$ cat src/rtl/qsuf_pkg.sv
// package: register map, field layout and reset values of the queue split and forward config
package qsuf_pkg;

    // ========================================================================
    // register offsets
    localparam logic [7:0] QSUF_ADDR_SPLIT = 8'h82;
    localparam logic [7:0] QSUF_ADDR_UU    = 8'h83;
    localparam logic [7:0] QSUF_ADDR_UM    = 8'h84;

    // ========================================================================
    // field positions
    localparam int QSUF_SEL_MSB = 7;
    localparam int QSUF_SEL_LSB = 6;
    localparam int QSUF_EN_BIT  = 5;
    localparam int QSUF_MAP_MSB = 4;
    localparam int QSUF_MAP_LSB = 0;

    // ========================================================================
    // reset values of writable fields and fixed values of reserved fields
    localparam logic [1:0] QSUF_SEL_RST   = 2'h2;
    localparam logic       QSUF_EN_RST    = 1'h0;
    localparam logic [4:0] QSUF_MAP_RST   = 5'h00;
    localparam logic [5:0] QSUF_SPLIT_RSV = 6'h08;
    localparam logic [1:0] QSUF_UU_RSV    = 2'h2;
    localparam logic [1:0] QSUF_UM_RSV    = 2'h1;

    // ========================================================================
    // port map encodings
    localparam logic [4:0] QSUF_MAP_NONE = 5'h00;
    localparam logic [4:0] QSUF_MAP_ALL  = 5'h1F;

    // ========================================================================
    // queue split encodings and priority results
    localparam logic [1:0] QSUF_SPLIT_TOP  = 2'h0;
    localparam logic [1:0] QSUF_SPLIT_HALF = 2'h2;
    localparam logic [1:0] QSUF_SPLIT_BOT  = 2'h3;
    localparam logic [1:0] QSUF_PRIO_1     = 2'h1;
    localparam logic [1:0] QSUF_PRIO_2     = 2'h2;
    localparam logic [1:0] QSUF_PRIO_3     = 2'h3;
    localparam logic [7:0] QSUF_RD_IDLE    = 8'h00;

    typedef enum logic [1:0] {
        QSUF_REG_NONE,
        QSUF_REG_SPLIT,
        QSUF_REG_UU,
        QSUF_REG_UM
    } qsuf_reg_sel_t;

endpackage

$ cat src/rtl/qsuf_fwd_if.sv
// interface: one unknown-destination forward policy between config and decision logic
`timescale 1ns/100ps
`default_nettype none

interface qsuf_fwd_if;
    logic       lookup;
    logic       enable;
    logic [4:0] port_map;
    logic       fwd_valid;
    logic [4:0] fwd_map;
    logic       fwd_drop;

    modport cfg (
        output lookup,
        output enable,
        output port_map,
        input  fwd_valid,
        input  fwd_map,
        input  fwd_drop
    );

    modport dec (
        input  lookup,
        input  enable,
        input  port_map,
        output fwd_valid,
        output fwd_map,
        output fwd_drop
    );
endinterface

`default_nettype wire

$ cat src/rtl/qsuf_fwd_decide.sv
// module: turns one forward policy into a registered egress port set per lookup
`timescale 1ns/100ps
`default_nettype none

module qsuf_fwd_decide (
    input  wire logic clk,
    input  wire logic rst,
    qsuf_fwd_if.dec   fw
);
    import qsuf_pkg::*;

    logic       valid_reg;
    logic       valid_next;
    logic [4:0] map_reg;
    logic [4:0] map_next;
    logic       drop_reg;
    logic       drop_next;

    // ========================================================================
    // decision
    // a disabled policy leaves such frames to normal flooding
    always_comb begin
        valid_next = fw.lookup;
        map_next   = QSUF_MAP_NONE;
        drop_next  = 1'b0;
        if (fw.lookup) begin
            if (fw.enable) begin
                map_next  = fw.port_map;
                drop_next = (fw.port_map == QSUF_MAP_NONE);
            end else begin
                map_next  = QSUF_MAP_ALL;
            end
        end
    end

    always_ff @(posedge clk) begin
        if (rst) begin
            valid_reg <= 1'b0;
            map_reg   <= QSUF_MAP_NONE;
            drop_reg  <= 1'b0;
        end else begin
            valid_reg <= valid_next;
            map_reg   <= map_next;
            drop_reg  <= drop_next;
        end
    end

    assign fw.fwd_valid = valid_reg;
    assign fw.fwd_map   = map_reg;
    assign fw.fwd_drop  = drop_reg;
endmodule

`default_nettype wire

$ cat src/rtl/qsuf_cfg.sv
// module: queue split and unknown-destination forward configuration registers
//
// Chosen here: strobed register access.
`timescale 1ns/100ps
`default_nettype none

module qsuf_cfg (
    input  wire logic       clk,
    input  wire logic       rst,
    input  wire logic [7:0] addr,
    input  wire logic [7:0] wr_data,
    input  wire logic       wr_en,
    input  wire logic       rd_en,
    output logic      [7:0] rd_data,
    input  wire logic       two_queue_mode,
    input  wire logic       prio_valid,
    input  wire logic [1:0] prio_result,
    output logic            queue_valid,
    output logic            queue_high,
    input  wire logic       uu_lookup,
    output logic            uu_valid,
    output logic      [4:0] uu_port_map,
    output logic            uu_drop,
    input  wire logic       um_lookup,
    output logic            um_valid,
    output logic      [4:0] um_port_map,
    output logic            um_drop
);
    import qsuf_pkg::*;

    // ========================================================================
    // register state
    logic [1:0]    split_sel_reg;
    logic [1:0]    split_sel_next;
    logic          uu_en_reg;
    logic          uu_en_next;
    logic [4:0]    uu_map_reg;
    logic [4:0]    uu_map_next;
    logic          um_en_reg;
    logic          um_en_next;
    logic [4:0]    um_map_reg;
    logic [4:0]    um_map_next;
    logic [7:0]    rd_data_reg;
    logic [7:0]    rd_data_next;
    qsuf_reg_sel_t reg_sel;

    // ========================================================================
    // queue fold state
    logic          queue_valid_reg;
    logic          queue_valid_next;
    logic          queue_high_reg;
    logic          queue_high_next;
    logic          queue_split_bit;

    qsuf_fwd_if uu_if ();
    qsuf_fwd_if um_if ();

    // ========================================================================
    // address decode
    always_comb begin
        case (addr)
            QSUF_ADDR_SPLIT: begin
                reg_sel = QSUF_REG_SPLIT;
            end
            QSUF_ADDR_UU: begin
                reg_sel = QSUF_REG_UU;
            end
            QSUF_ADDR_UM: begin
                reg_sel = QSUF_REG_UM;
            end
            default: begin
                reg_sel = QSUF_REG_NONE;
            end
        endcase
    end

    // ========================================================================
    // register writes and reads
    // reserved bits hold no storage, so writes to them simply vanish
    always_comb begin
        split_sel_next = split_sel_reg;
        uu_en_next     = uu_en_reg;
        uu_map_next    = uu_map_reg;
        um_en_next     = um_en_reg;
        um_map_next    = um_map_reg;
        rd_data_next   = QSUF_RD_IDLE;
        if (wr_en) begin
            case (reg_sel)
                QSUF_REG_SPLIT: begin
                    // code 01 is stored as written; its fold is not defined
                    split_sel_next = wr_data[QSUF_SEL_MSB:QSUF_SEL_LSB];
                end
                QSUF_REG_UU: begin
                    uu_en_next  = wr_data[QSUF_EN_BIT];
                    uu_map_next = wr_data[QSUF_MAP_MSB:QSUF_MAP_LSB];
                end
                QSUF_REG_UM: begin
                    um_en_next  = wr_data[QSUF_EN_BIT];
                    um_map_next = wr_data[QSUF_MAP_MSB:QSUF_MAP_LSB];
                end
                default: begin
                    split_sel_next = split_sel_reg;
                end
            endcase
        end
        if (rd_en) begin
            case (reg_sel)
                QSUF_REG_SPLIT: begin
                    rd_data_next = {split_sel_reg, QSUF_SPLIT_RSV};
                end
                QSUF_REG_UU: begin
                    rd_data_next = {QSUF_UU_RSV, uu_en_reg, uu_map_reg};
                end
                QSUF_REG_UM: begin
                    rd_data_next = {QSUF_UM_RSV, um_en_reg, um_map_reg};
                end
                default: begin
                    rd_data_next = QSUF_RD_IDLE;
                end
            endcase
        end
    end

    always_ff @(posedge clk) begin
        if (rst) begin
            split_sel_reg <= QSUF_SEL_RST;
            uu_en_reg     <= QSUF_EN_RST;
            uu_map_reg    <= QSUF_MAP_RST;
            um_en_reg     <= QSUF_EN_RST;
            um_map_reg    <= QSUF_MAP_RST;
            rd_data_reg   <= QSUF_RD_IDLE;
        end else begin
            split_sel_reg <= split_sel_next;
            uu_en_reg     <= uu_en_next;
            uu_map_reg    <= uu_map_next;
            um_en_reg     <= um_en_next;
            um_map_reg    <= um_map_next;
            rd_data_reg   <= rd_data_next;
        end
    end

    assign rd_data = rd_data_reg;

    // ========================================================================
    // two-queue fold
    // results 1 and 2 each take one select bit; 0 is always low, 3 always high
    always_comb begin
        case (prio_result)
            QSUF_PRIO_1: begin
                queue_split_bit = split_sel_reg[0];
            end
            QSUF_PRIO_2: begin
                queue_split_bit = split_sel_reg[1];
            end
            QSUF_PRIO_3: begin
                queue_split_bit = 1'b1;
            end
            default: begin
                queue_split_bit = 1'b0;
            end
        endcase
        queue_valid_next = prio_valid && two_queue_mode;
        queue_high_next  = queue_valid_next && queue_split_bit;
    end

    always_ff @(posedge clk) begin
        if (rst) begin
            queue_valid_reg <= 1'b0;
            queue_high_reg  <= 1'b0;
        end else begin
            queue_valid_reg <= queue_valid_next;
            queue_high_reg  <= queue_high_next;
        end
    end

    assign queue_valid = queue_valid_reg;
    assign queue_high  = queue_high_reg;

    // ========================================================================
    // unknown-destination forward decisions
    assign uu_if.lookup   = uu_lookup;
    assign uu_if.enable   = uu_en_reg;
    assign uu_if.port_map = uu_map_reg;
    assign um_if.lookup   = um_lookup;
    assign um_if.enable   = um_en_reg;
    assign um_if.port_map = um_map_reg;

    qsuf_fwd_decide u_uu_decide (
        .clk (clk),
        .rst (rst),
        .fw  (uu_if.dec)
    );

    qsuf_fwd_decide u_um_decide (
        .clk (clk),
        .rst (rst),
        .fw  (um_if.dec)
    );

    assign uu_valid    = uu_if.fwd_valid;
    assign uu_port_map = uu_if.fwd_map;
    assign uu_drop     = uu_if.fwd_drop;
    assign um_valid    = um_if.fwd_valid;
    assign um_port_map = um_if.fwd_map;
    assign um_drop     = um_if.fwd_drop;
endmodule

`default_nettype wire

$ cat config.mk
export PLATFORM = sky130hd
export DESIGN_NAME = qsuf_cfg
export DESIGN_NICKNAME = d
export VERILOG_FILES = /design/src/rtl/qsuf_pkg.sv /design/src/rtl/qsuf_fwd_if.sv /design/src/rtl/qsuf_fwd_decide.sv /design/src/rtl/qsuf_cfg.sv
export SDC_FILE = /design/constraint.sdc
export NUM_CORES = 1
export LEC_CHECK = 0
export BUFFER_PORTS_ARGS = -buffer_cell sky130_fd_sc_hd__buf_4
export CORE_ASPECT_RATIO = 0.6
export CORE_UTILIZATION = 52
export CTS_CLUSTER_SIZE = 28
export DETAILED_ROUTE_END_ITERATION = 8
export PLACE_DENSITY = 0.88
export SLEW_MARGIN = 20
export SYNTH_ARGS = -nofsm -noshare
export SYNTH_HDL_FRONTEND = slang
export SYNTH_SLANG_ARGS = --single-unit
$ cat constraint.sdc
create_clock -name clk -period 4 [get_ports clk]
set_input_delay 0 -clock clk [delete_from_list [all_inputs] [get_ports clk]]
set_output_delay 0 -clock clk [all_outputs]
set_load 0.02 [all_outputs]
### After elaboration in Yosys (flattened, before gate mapping)

Cells that the tools add are included.

* divide/modulo/power cells: 0
* order comparisons: 0
* add/sub/neg operators: 0
* bitwise gates (word level): 5
* multiplexer cells: 5
* equality and inequality tests: 9
* $mul: 0
* shifts and indexed selects: 0
* reductions and logical operators: 12

Operator list (number)
* $eq 8x8->1 const B: 3
* $pmux 8 s3: 1
* $logic_not 5->1: 2
* $mux 5: 2
* $eq 2x2->1 const B: 4
* $pmux 2 s3: 1
* $reduce_and 2->1: 3
* $reduce_or 2->1: 3
* $reduce_or 3->1: 2
* $not 1->1: 5
* $eq 2x1->1 const B: 2
* $pmux 1 s3: 1
* $logic_and 1x1->1: 2

* register bits: 38
* memories kept: 0
* latch bits: 0
* output and inout bits: 24
* RAM bits: 0
* input bits: 26
* ROM bits: 0
* logic and storage cells: 45

### Depth between registers and ports, before layout

Gate-level depths: netlist (run 1).

* depth after elaboration: 4
* depth in mapped cells: 5
* depth with buffers taken out: 3

### Modules after synthesis

Synthesis (run 1) repeated with hierarchy kept, for this count alone.

* cell total of the unflattened synthesis: 138
* area total of the unflattened synthesis: 1458.9 µm²

Modules (own cells, without submodules)
* qsuf_cfg: cells an instance 96, times used 1, area an instance 1026.0 µm², sequential area each 480.5 µm²
* qsuf_fwd_decide: cells an instance 21, times used 2, area an instance 216.5 µm², sequential area each 140.1 µm²

### Worst setup path after synthesis (run 1)

Ideal clock, no wire load.

* path kind: in2reg
* start point: input addr[5]
* end point: register rd_data_reg[6], in the netlist rd_data[6]
* stages: 4
* setup slack: 2627 ps
* data required time: 3927 ps
* arrival: 1300 ps
* library setup time: 73 ps
* buffers on the path: 1
* cells stage by stage: or4b_4 -> or4b_4 -> buf_6 -> nor3_2

* longest elaborated chain between the ends: 4
* elaborated cells between the ends (all ways): 8
* classes of those cells: 6 x eq/ne; 2 x mux

RTL lines
* from (decl): RTL line qsuf_cfg.sv:10 `input wire logic [7:0] addr,`
* $eq 8x8->1: RTL line qsuf_cfg.sv:61 `case (addr)`
* $pmux 2 s3 *: RTL line qsuf_cfg.sv:61
* $eq 2x2->1 / $eq 2x1->1 (equally long branches): RTL line qsuf_cfg.sv:107 `case (reg_sel)`
* $pmux 8 s3 *: RTL line qsuf_cfg.sv:107
* to (signal assigned): RTL line qsuf_cfg.sv:138 `rd_data_reg <= rd_data_next;`
* to (decl): RTL line qsuf_cfg.sv:43 `logic [7:0] rd_data_reg;`

Every way passes the cells marked *; elsewhere a longest branch is shown, timed or not.
A chain may end at the register's enable or synchronous reset.

### Final worst setup path (run 1)

* start point: input two_queue_mode
* end point: register queue_high_reg, in the netlist queue_high

* longest elaborated chain between the ends: 2

RTL lines
* from (decl): RTL line qsuf_cfg.sv:15 `input wire logic two_queue_mode,`
* $logic_and 1x1->1: RTL line qsuf_cfg.sv:162 `queue_valid_next = prio_valid && two_queue_mode;`
* $logic_and 1x1->1: RTL line qsuf_cfg.sv:163 `queue_high_next = queue_valid_next && queue_split_bit;`
* to (signal assigned): RTL line qsuf_cfg.sv:172 `queue_high_reg <= queue_high_next;`
* to (decl): RTL line qsuf_cfg.sv:51 `logic queue_high_reg;`

No other way between the ends.

==> results.yml, run 1 <==
clock_tree:
  h-tree-depth: 2
  cts-buffers-inserted: 5
  cts_resized: 0
  clk_pin_slew_ns: 0.07
  cts_buffer_depth: 2
  cts_sinks: 38
  post_cts_buffers: 0
  cts-root-buf: "clkbuf_8"
  cts_hold_buffers: 7
  tritoncts: "yes"
  clk_latency_ns: 0.29
synthesis:
  yosys_warnings: 0
  synthCells: 145
  synth_seq_area_share: 0.528
  avgSynthCellArea_um2: 9.94
  synth_top_area_cell: "dfxtp_1"
  ys_ff_latch: 38
  ys_types: 25
  syn_area_mm2: 0.00144
  synth_nets: 171
  yosys-top-cells-area: "dfxtp_1 (53%), nand2b_1 (10%), mux2i_1 (9.7%)"
  yosys.area.top_type_share: 0.528
hold_path:
  min_from: "wr_data[5]"
  hold_class: "in2reg"
  hold-path-endpoint: "um_en_reg"
  whs_path_depth: 3
cells_and_area:
  stdcell_area_mm2: 0.00197
  final_cell_count_no_fill: 234
  drive_above_1_share: 0.297
  multi_input_area_um2: 606
  diodes: 0
  nets: 228
  fillers: 167
  largest_reg_flops: 8
  final_util: 0.770
  final-seq-area_um2: 761
  areaGrowthSynthToFinish_pct: 36.5
timing:
  hold_viol_final: 1
  worst_pin_slew_ns: 0.793
  max_slew_margin: 0.470
  setup_tns_ns: 0
  fmax_ghz: 0.568
  finalSetupViolations: 0
  fin_crit_sh: 0.440
  fin_skew_ns: 0.00690
  fin_ws_ns: 2.24
  fin_crit_ns: 1.76
  rsz0062_at_grt: "false"
  finalMaxSlewViolations: 0
  hold_slack_ns: -0.00127
routing:
  routed-via-count: 1237
  dr.pass1.iters: 5
  route.detailed.drc: 0
  antenna_left: 0
  drtIter0Drc: 62
  totalWireLength_mm: 3.49
  via_per_inst: 5.29
  wl_per_cell_um: 14.9
critical_path:
  critPathKind: "in2reg"
  ff2ff_setup_slack_ns: 2.73
  crit_arrival_ns: 2.00
  r2r_start: "split_sel_reg[0]"
  path_common_cell: "dlygate4sd3_1"
  endpoint_kind: "flop"
  path_max_fanout: 2
  reg2reg_to: "queue_high"
  slowest_delay_ns: 0.57
  critical_path_required_ns: 4.24
  start_kind: "input port"
  rr_worst_depth: 3
  critical_path.cell_chain: "dlygate4sd3_1 > buf_4 > nand2_1 > dlygate4sd3_1 > a211oi_1 > dlygate4sd3_1"
  crit_path_top_delay_cell: "dlygate4sd3_1"
place:
  place_inst: 220
  placed_area_mm2: 0.00182
  portBuffers: 49
  pre_cts_slack_ns: 2.49
  hpwl_mm: 2.34
  gp_congestion: 0.831
job:
  maxCapViolCount: 0
floorplan:
  die_width_um: 70.0
  dieArea_mm2: 0.00299
  die_height_um: 42.8
  fp-row-count: 14
  io-pin-count: 50
  start_util: 0.564
  coreArea_mm2: 0.00256
global_route:
  gr-total-overflow: 0
  grt_pass1_wl_mm: 5.66
  grt_pass1_vias: 1247
  antenna_found_initial: 0
  grt_max_degree: 28
  grt_usage: 0.253
pwr:
  power.density_mw_per_mm2: 357
  p_total_uw: 703
  peakVddDrop_mv: 0.194
  leakagePower_nw: 0.855
outcome:
  violations: "negative hold slack"
  status: "finished, violations left"
[worst max-delay path, delay by kind of cell]
family | cells | cell delay (ns)
and+or+nand+nor | 1 | 0.04
AOI/OAI and AO/OA | 1 | 0.15
buffers and inverters | 4 | 1.81
[logic make-up after synthesis]
group | share of synthesized area
multiplexers | 0.0972
flip-flops | 0.528
AND/OR/NAND/NOR | 0.235
buffers and inverters | 0.0521
AO/OA/AOI/OAI | 0.0877
[layer usage]
metal | up-vias | GRT usage | part of all wire
met2 | 50 | 0.427 | 0.49
met4 | 0 | 0.0880 | 0.012
li1 | 596 | - | -
met5 | - | 0 | 0
met1 | 587 | 0.294 | 0.42
met3 | 4 | 0.105 | 0.073
[final cells by class]
class	instances	area share
flip-flops and latches	38	0.387
well taps	32	0.0203
clock buffers	5	0.0350
multi-input cells	89	0.308
repair buffers	56	0.223
clock inverters	2	0.00509
inverters	12	0.0229
[power by group]
part           internal (mW)  switching (mW)
Combinational         0.0383          0.0326
Clock                  0.117           0.128
Sequential             0.386         0.00214
Total                  0.541           0.163
[synthesized netlist by cell type (all sizes together)]
cell type	instances
or4b	2
nor3b	1
a21o	1
mux2i	14
a22oi	5
o21ai	2
nor2	9
buf	1
dfxtp	38
nand3	2
clkbuf	5
a21oi	12
nand2b	23
and3	2
nor4	2
inv	12
and4	2
a211oi	1
nand3b	1
nor2b	3
nor4b	2
nand2	3
nor3	1
and3b	1
[worst max-delay path by stage]
stage	start	endpoint	cells past startpoint
floorplan	addr[5]	rd_data[6]	4
global placement	addr[5]	rd_data[6]	4
detailed placement	addr[5]	split_sel_reg[0]	4
CTS	addr[0]	um_if.port_map[4]	5
global route	addr[0]	um_if.port_map[0]	5
finish	two_queue_mode	queue_high	6
[layout by cell type, fill, tap and decap left out, types with 5 or more instances in the layout]
cell type and n:
buf_4 49, dfxtp_1 38, nand2b_1 23, mux2i_1 14
inv_1 12, a21oi_1 11, nor2_1 9, dlygate4sd3_1 7
a22oi_1 5, clkbuf_8 5
Note: power is estimated with default switching activity, not from simulation.
==> inputs of run 2 (changes only) <==
--- a/config.mk
+++ b/config.mk
@@ -7,10 +7,10 @@
 export LEC_CHECK = 0
 export BUFFER_PORTS_ARGS = -buffer_cell sky130_fd_sc_hd__buf_4
 export CORE_ASPECT_RATIO = 0.6
-export CORE_UTILIZATION = 52
+export CORE_UTILIZATION = 43
 export CTS_CLUSTER_SIZE = 28
 export DETAILED_ROUTE_END_ITERATION = 8
-export PLACE_DENSITY = 0.88
+export PLACE_DENSITY = 0.78
 export SLEW_MARGIN = 20
 export SYNTH_ARGS = -nofsm -noshare
 export SYNTH_HDL_FRONTEND = slang
==> constraint.sdc (replaced) <==
create_clock -name clk -period 1.5 [get_ports clk]
set_input_delay 0 -clock clk [delete_from_list [all_inputs] [get_ports clk]]
set_output_delay 0 -clock clk [all_outputs]
set_load 0.02 [all_outputs]
==> run 2 against run 1 <==
Clock skew down 0.0019 ns; non-clock buffer count up 3; the flow now finishes without violations; register-to-register slack worse by 2.2 ns; critical endpoint is now um_if.port_map[1]; clock power rose to 3.5 times the previous value; largest cell class unchanged; setup slack worse by 2.1 ns; design area up 3.5%.
==> results.yml, run 2 (synthesis results as in run 1) <==
outcome:
  status: "completed"
timing:
  fin_crit_sh: 0.901
  fin_crit_ns: 1.35
  hold_viol_final: 0
  finalMaxSlewViolations: 0
  hold_slack_ns: 0.00356
  fmax_ghz: 0.740
  max_slew_margin: 0.765
  finalSetupViolations: 0
  fin_skew_ns: 0.00501
  setup_tns_ns: 0
  fin_ws_ns: 0.149
  rsz0062_at_grt: "false"
  worst_pin_slew_ns: 0.351
clock_tree:
  clk_pin_slew_ns: 0.07
  tritoncts: "yes"
  clk_latency_ns: 0.29
  cts-buffers-inserted: 5
  h-tree-depth: 2
  cts_sinks: 38
  cts_resized: 0
  cts-root-buf: "clkbuf_8"
  cts_buffer_depth: 2
routing:
  wl_per_cell_um: 14.8
  antenna_left: 0
  dr.pass1.iters: 5
  routed-via-count: 1253
  totalWireLength_mm: 3.65
  drtIter0Drc: 45
  route.detailed.drc: 0
  via_per_inst: 5.07
global_route:
  antenna_found_initial: 0
  gr-total-overflow: 0
  grt_pass1_wl_mm: 5.82
  grt_usage: 0.221
  grt_pass1_vias: 1234
  grt_max_degree: 28
cells_and_area:
  final_common_cell: "buf_4"
  nets: 231
  final-seq-area_um2: 761
  diodes: 0
  layout_common_cells: "buf_4 (52), dfxtp_1 (38), nand2b_1 (23)"
  drive_above_1_share: 0.307
  multi_input_area_um2: 606
  fillers: 234
  largest_reg_flops: 8
  areaGrowthSynthToFinish_pct: 41.3
critical_path:
  startpoint: "addr[0]"
  endpoint_kind: "flop"
  start_kind: "input port"
  critical_path_required_ns: 1.72
  path_max_fanout: 6
  r2r_start: "uu_if.port_map[1]"
  crit_arrival_ns: 1.57
  ff2ff_setup_slack_ns: 0.57
  critPathKind: "in2reg"
floorplan:
  die_height_um: 46.8
  dieArea_mm2: 0.00360
  coreArea_mm2: 0.00302
  die_width_um: 76.7
  io-pin-count: 50
  start_util: 0.477
  fp-row-count: 15
pwr:
  p_int_mw: 1.66
  p_sw_frac: 0.205
  clkPwrFrac: 0.414
  p_comb_frac: 0.092
  leakagePower_nw: 0.882
  switchingPower_uw: 429
  power.density_mw_per_mm2: 1030
  pwr-share-seq: 0.494
  peakVddDrop_mv: 0.612
hold_path:
  min_from: "wr_data[1]"
  hold_class: "in2reg"
place:
  portBuffers: 49
  hpwl_mm: 2.59
  pre_cts_slack_ns: 0.0000192
  gp_congestion: 0.831
job:
  maxCapViolCount: 0
[run 2: cell types whose count changed in the layout (fill, tap and decap cells not counted)]
| cell | change |
|---|---|
| buf_4 | +3 |
| bufinv_16 | +1 |
| clkbuf_8 | +1 |
| clkinv_2 | -2 |
[run 2: final timing paths]
check / end / cells past startpoint
setup / recovery: um_if.port_map[1] / 5
hold / removal: uu_if.port_map[1] / 3
setup reg to reg: u_uu_decide.fw.fwd_drop / 2
hold reg to reg: u_um_decide.fw.fwd_map[1] / 2
[run 2: stage by stage]
step | power, mW | cell area [um^2] | cells | utilization
4_1_cts | 2.10 | 2040 | 247 | 0.674
5_1_grt | 2.15 | 2040 | 247 | 0.674
3_3_place_gp | 1.23 | 1850 | 233 | 0.614
2_1_floorplan | 1.13 | 1440 | 145 | -
6_report | 2.09 | 2040 | 247 | 0.674
3_5_place_dp | 1.23 | 1850 | 233 | 0.614
[run 2: per-layer routing]
metal | routed length [um] | vias up | global-route usage
li1 | - | 606 | -
met1 | 1620 | 585 | 0.267
met2 | 1700 | 53 | 0.375
met3 | 247 | 9 | 0.0641
met4 | 78 | 0 | 0.119
met5 | 0 | - | 0
[run 2: final cells by class]
class	count	share of cell area
Sequential cell	38	0.373
Tap cell	42	0.0258
Timing Repair Buffer	59	0.226
Multi-Input combinational cell	89	0.297
Clock buffer	6	0.0405
Clock inverter	1	0.0147
Inverter	12	0.0221
[run 2: power by group through the flow]
stage	Sequential (mW)	Combinational (mW)	Clock [mW]
6_report	1.03	0.193	0.866
5_1_grt	1.04	0.208	0.908
4_1_cts	1.03	0.191	0.874
3_5_place_dp	1.06	0.176	0
3_3_place_gp	1.06	0.171	0
2_1_floorplan	1.08	0.0515	0
[run 2: repair_timing]
action | 4_1_cts | 5_1_grt
hold endpoints to repair | 5 | 0
hold buffers | 7 | 0
setup buffers | 0 | 0
[run 2: worst max-delay path: stages]
cell           delay, ns
dlygate4sd3_1       0.53
buf_4               0.16
nor3b_1             0.34
and3_1              0.33
mux2i_1             0.21
==> inputs of run 3 (changes only) <==
--- a/config.mk
+++ b/config.mk
@@ -5,6 +5,7 @@
 export SDC_FILE = /design/constraint.sdc
 export NUM_CORES = 1
 export LEC_CHECK = 0
+export ABC_AREA = 1
 export BUFFER_PORTS_ARGS = -buffer_cell sky130_fd_sc_hd__buf_4
 export CORE_ASPECT_RATIO = 0.6
 export CORE_UTILIZATION = 43
==> run 3 against run 2 <==
Via count increased by 9.1%; hold slack gained 0.0052 ns; die area decreased by 0.50%; combinational power is essentially flat; clock-buffer cell count grew 1; largest cell class unchanged; power shrank 1.0%; final cell count is 20% higher; synthesized area shrank 0.52%; clock power down 2.3%; synthesized cell count up 29%; register-to-register slack got worse by 0.30 ns; setup slack worse by 0.010 ns; critical endpoint is now queue_valid.
==> results.yml, run 3 <==
synthesis:
  synthCells: 187
  yosys.area.top_type_share: 0.531
  synth_seq_area_share: 0.531
  yosysMostFrequentCell: "nand2_1"
  synth_nets: 213
  avgSynthCellArea_um2: 7.67
  yosys-top-cells-area: "dfxtp_1 (53%), nand2_1 (13%), nor2_1 (6.8%)"
  syn_area_mm2: 0.00143
  synth_top_area_cell: "dfxtp_1"
  synth_flop_cell: "dfxtp_1"
  ys_types: 17
  synthTopCellsByCount: "nand2_1 (50), dfxtp_1 (38), nor2_1 (26), inv_1 (24), a21oi_1 (19)"
  ys_ff_latch: 38
  yosys_warnings: 0
  synthArstFlopShare: 0
  synth_edf_count: 0
cells_and_area:
  multi_input_area_um2: 529
  nets: 279
  fillers: 236
  stdcell_area_mm2: 0.00206
  areaGrowthSynthToFinish_pct: 43.6
  drive_above_1_share: 0.260
  diodes: 0
  final-seq-area_um2: 761
  final_cell_count_no_fill: 296
  largest_reg_flops: 8
  layout_common_cells: "nand2_1 (50), buf_4 (50), dfxtp_1 (38)"
global_route:
  grt_max_degree: 15
  grt_pass1_wl_mm: 5.29
  grt_pass1_vias: 1086
  grt_usage: 0.200
  gr-total-overflow: 0
  antenna_found_initial: 0
pwr:
  switchingPower_uw: 447
  p_sw_frac: 0.216
  leakagePower_nw: 1.05
  pwr-share-seq: 0.499
  power.density_mw_per_mm2: 1010
  peakVddDrop_mv: 0.505
  p_int_mw: 1.62
  clkPwrFrac: 0.408
  p_comb_frac: 0.093
outcome:
  status: "completed"
timing:
  finalSetupViolations: 0
  finalMaxSlewViolations: 0
  setup_tns_ns: 0
  fin_skew_ns: 0.00493
  fin_crit_sh: 0.908
  hold_viol_final: 0
  rsz0062_at_grt: "false"
  worst_pin_slew_ns: 0.304
  max_slew_margin: 0.797
  fin_crit_ns: 1.36
  fmax_ghz: 0.735
critical_path:
  cp.buffers_inverters: 5
  critical_path_required_ns: 1.69
  path_common_cell: "dlygate4sd3_1"
  slowest_delay_ns: 0.56
  crit_path_top_delay_cell: "dlygate4sd3_1"
  critical_path.cell_chain: "dlygate4sd3_1 > buf_4 > clkinv_1 > nand3_1 > dlygate4sd3_1 > inv_1"
  critPathKind: "in2reg"
  cpLargestDelayFamily: "buffers and inverters"
  endpoint_kind: "flop"
  path_max_fanout: 4
  start_kind: "input port"
  crit_arrival_ns: 1.55
floorplan:
  dieArea_mm2: 0.00358
  coreArea_mm2: 0.00302
  io-pin-count: 50
  fp-row-count: 15
  die_width_um: 76.6
  start_util: 0.475
  die_height_um: 46.7
job:
  maxCapViolCount: 0
clock_tree:
  cts-buffers-inserted: 5
  cts_resized: 0
  cts_buffer_depth: 2
  cts-root-buf: "clkbuf_8"
  cts_sinks: 38
  clk_latency_ns: 0.29
  post_cts_buffers: 0
  h-tree-depth: 2
  tritoncts: "yes"
  clk_pin_slew_ns: 0.07
routing:
  route.detailed.drc: 0
  wl_per_cell_um: 11.1
  drtIter0Drc: 63
  via_per_inst: 4.62
  routed-via-count: 1367
  antenna_left: 0
  totalWireLength_mm: 3.27
  dr.pass1.iters: 4
place:
  place_inst: 275
  hpwl_mm: 2.26
  placed_area_mm2: 0.00182
  portBuffers: 49
  gp_congestion: 0.814
hold_path:
  hold_class: "in2reg"
run 3: cell types whose count changed after synthesis, moves of 4 or more:
| cell | before | now |
|---|---|---|
| a21oi_1 | 11 | 19 |
| a22oi_1 | 5 | 0 |
| clkbuf_1 | 5 | 0 |
| inv_1 | 12 | 24 |
| mux2i_1 | 14 | 0 |
| nand2_1 | 3 | 50 |
| nand2b_1 | 23 | 0 |
| nand3_1 | 2 | 7 |
| nand4_1 | 0 | 4 |
| nor2_1 | 9 | 26 |
run 3: area by class of cell:
class | count | share of cell area
flip-flops and latches | 38 | 0.369
multi-input cells | 117 | 0.257
repair buffers | 63 | 0.245
inverters | 28 | 0.0510
clock buffers | 7 | 0.0371
well taps | 42 | 0.0255
clock inverters | 1 | 0.0146
run 3: worst paths after layout:
path | endpoint | startpoint | slack (ns) | depth (start not counted)
hold / removal | queue_high | prio_result[0] | 0.009 | 3
setup reg to reg | queue_high | split_sel_reg[0] | 0.27 | 3
hold reg to reg | rd_data[0] | um_if.port_map[0] | 0.46 | 2
setup / recovery | queue_valid | rst | 0.14 | 6
run 3: logic make-up after synthesis:
group | Yosys count | synth area share
flops | 38 | 0.531
compound gates | 20 | 0.0698
simple gates | 97 | 0.299
buf+inv | 32 | 0.100
run 3: per-layer routing:
| layer | track usage | vias to the layer above | wire length, um |
|---|---|---|---|
| met5 | 0 | - | 0 |
| met4 | 0.0769 | 0 | 33 |
| met3 | 0.0621 | 4 | 310 |
| met2 | 0.283 | 68 | 1300 |
| met1 | 0.287 | 586 | 1630 |
| li1 | - | 709 | - |
run 3: tightest hold or removal path, delay by kind of cell:
family        cells  cell delay (ns)
buf+inv           1             0.11
simple gates      2             0.14
run 3: through the flow:
stage / setup WS, ns / power [mW] / utilization / hold slack [ns]
floorplan: 0.745 / 1.13 / - / 0.0691
global placement: 0.406 / 1.22 / 0.603 / 0.168
detailed placement: 0.390 / 1.22 / 0.603 / 0.177
CTS: 0.189 / 2.07 / 0.682 / 0.00389
global route: 0.101 / 2.15 / 0.682 / 0.0130
finish: 0.139 / 2.07 / 0.682 / 0.00874
run 3: power groups by stage:
stage / sequential, mW / clock, mW / combinational [mW]
global route: 1.04 / 0.905 / 0.207
detailed placement: 1.06 / 0 / 0.166
global placement: 1.06 / 0 / 0.165
CTS: 1.03 / 0.848 / 0.191
floorplan: 1.08 / 0 / 0.0446
finish: 1.03 / 0.846 / 0.192
run 3: what timing repair did:
item,4_1_cts,5_1_grt
setup endpoints to repair,0,0
hold buffers,13,0
hold endpoints to repair,16,0
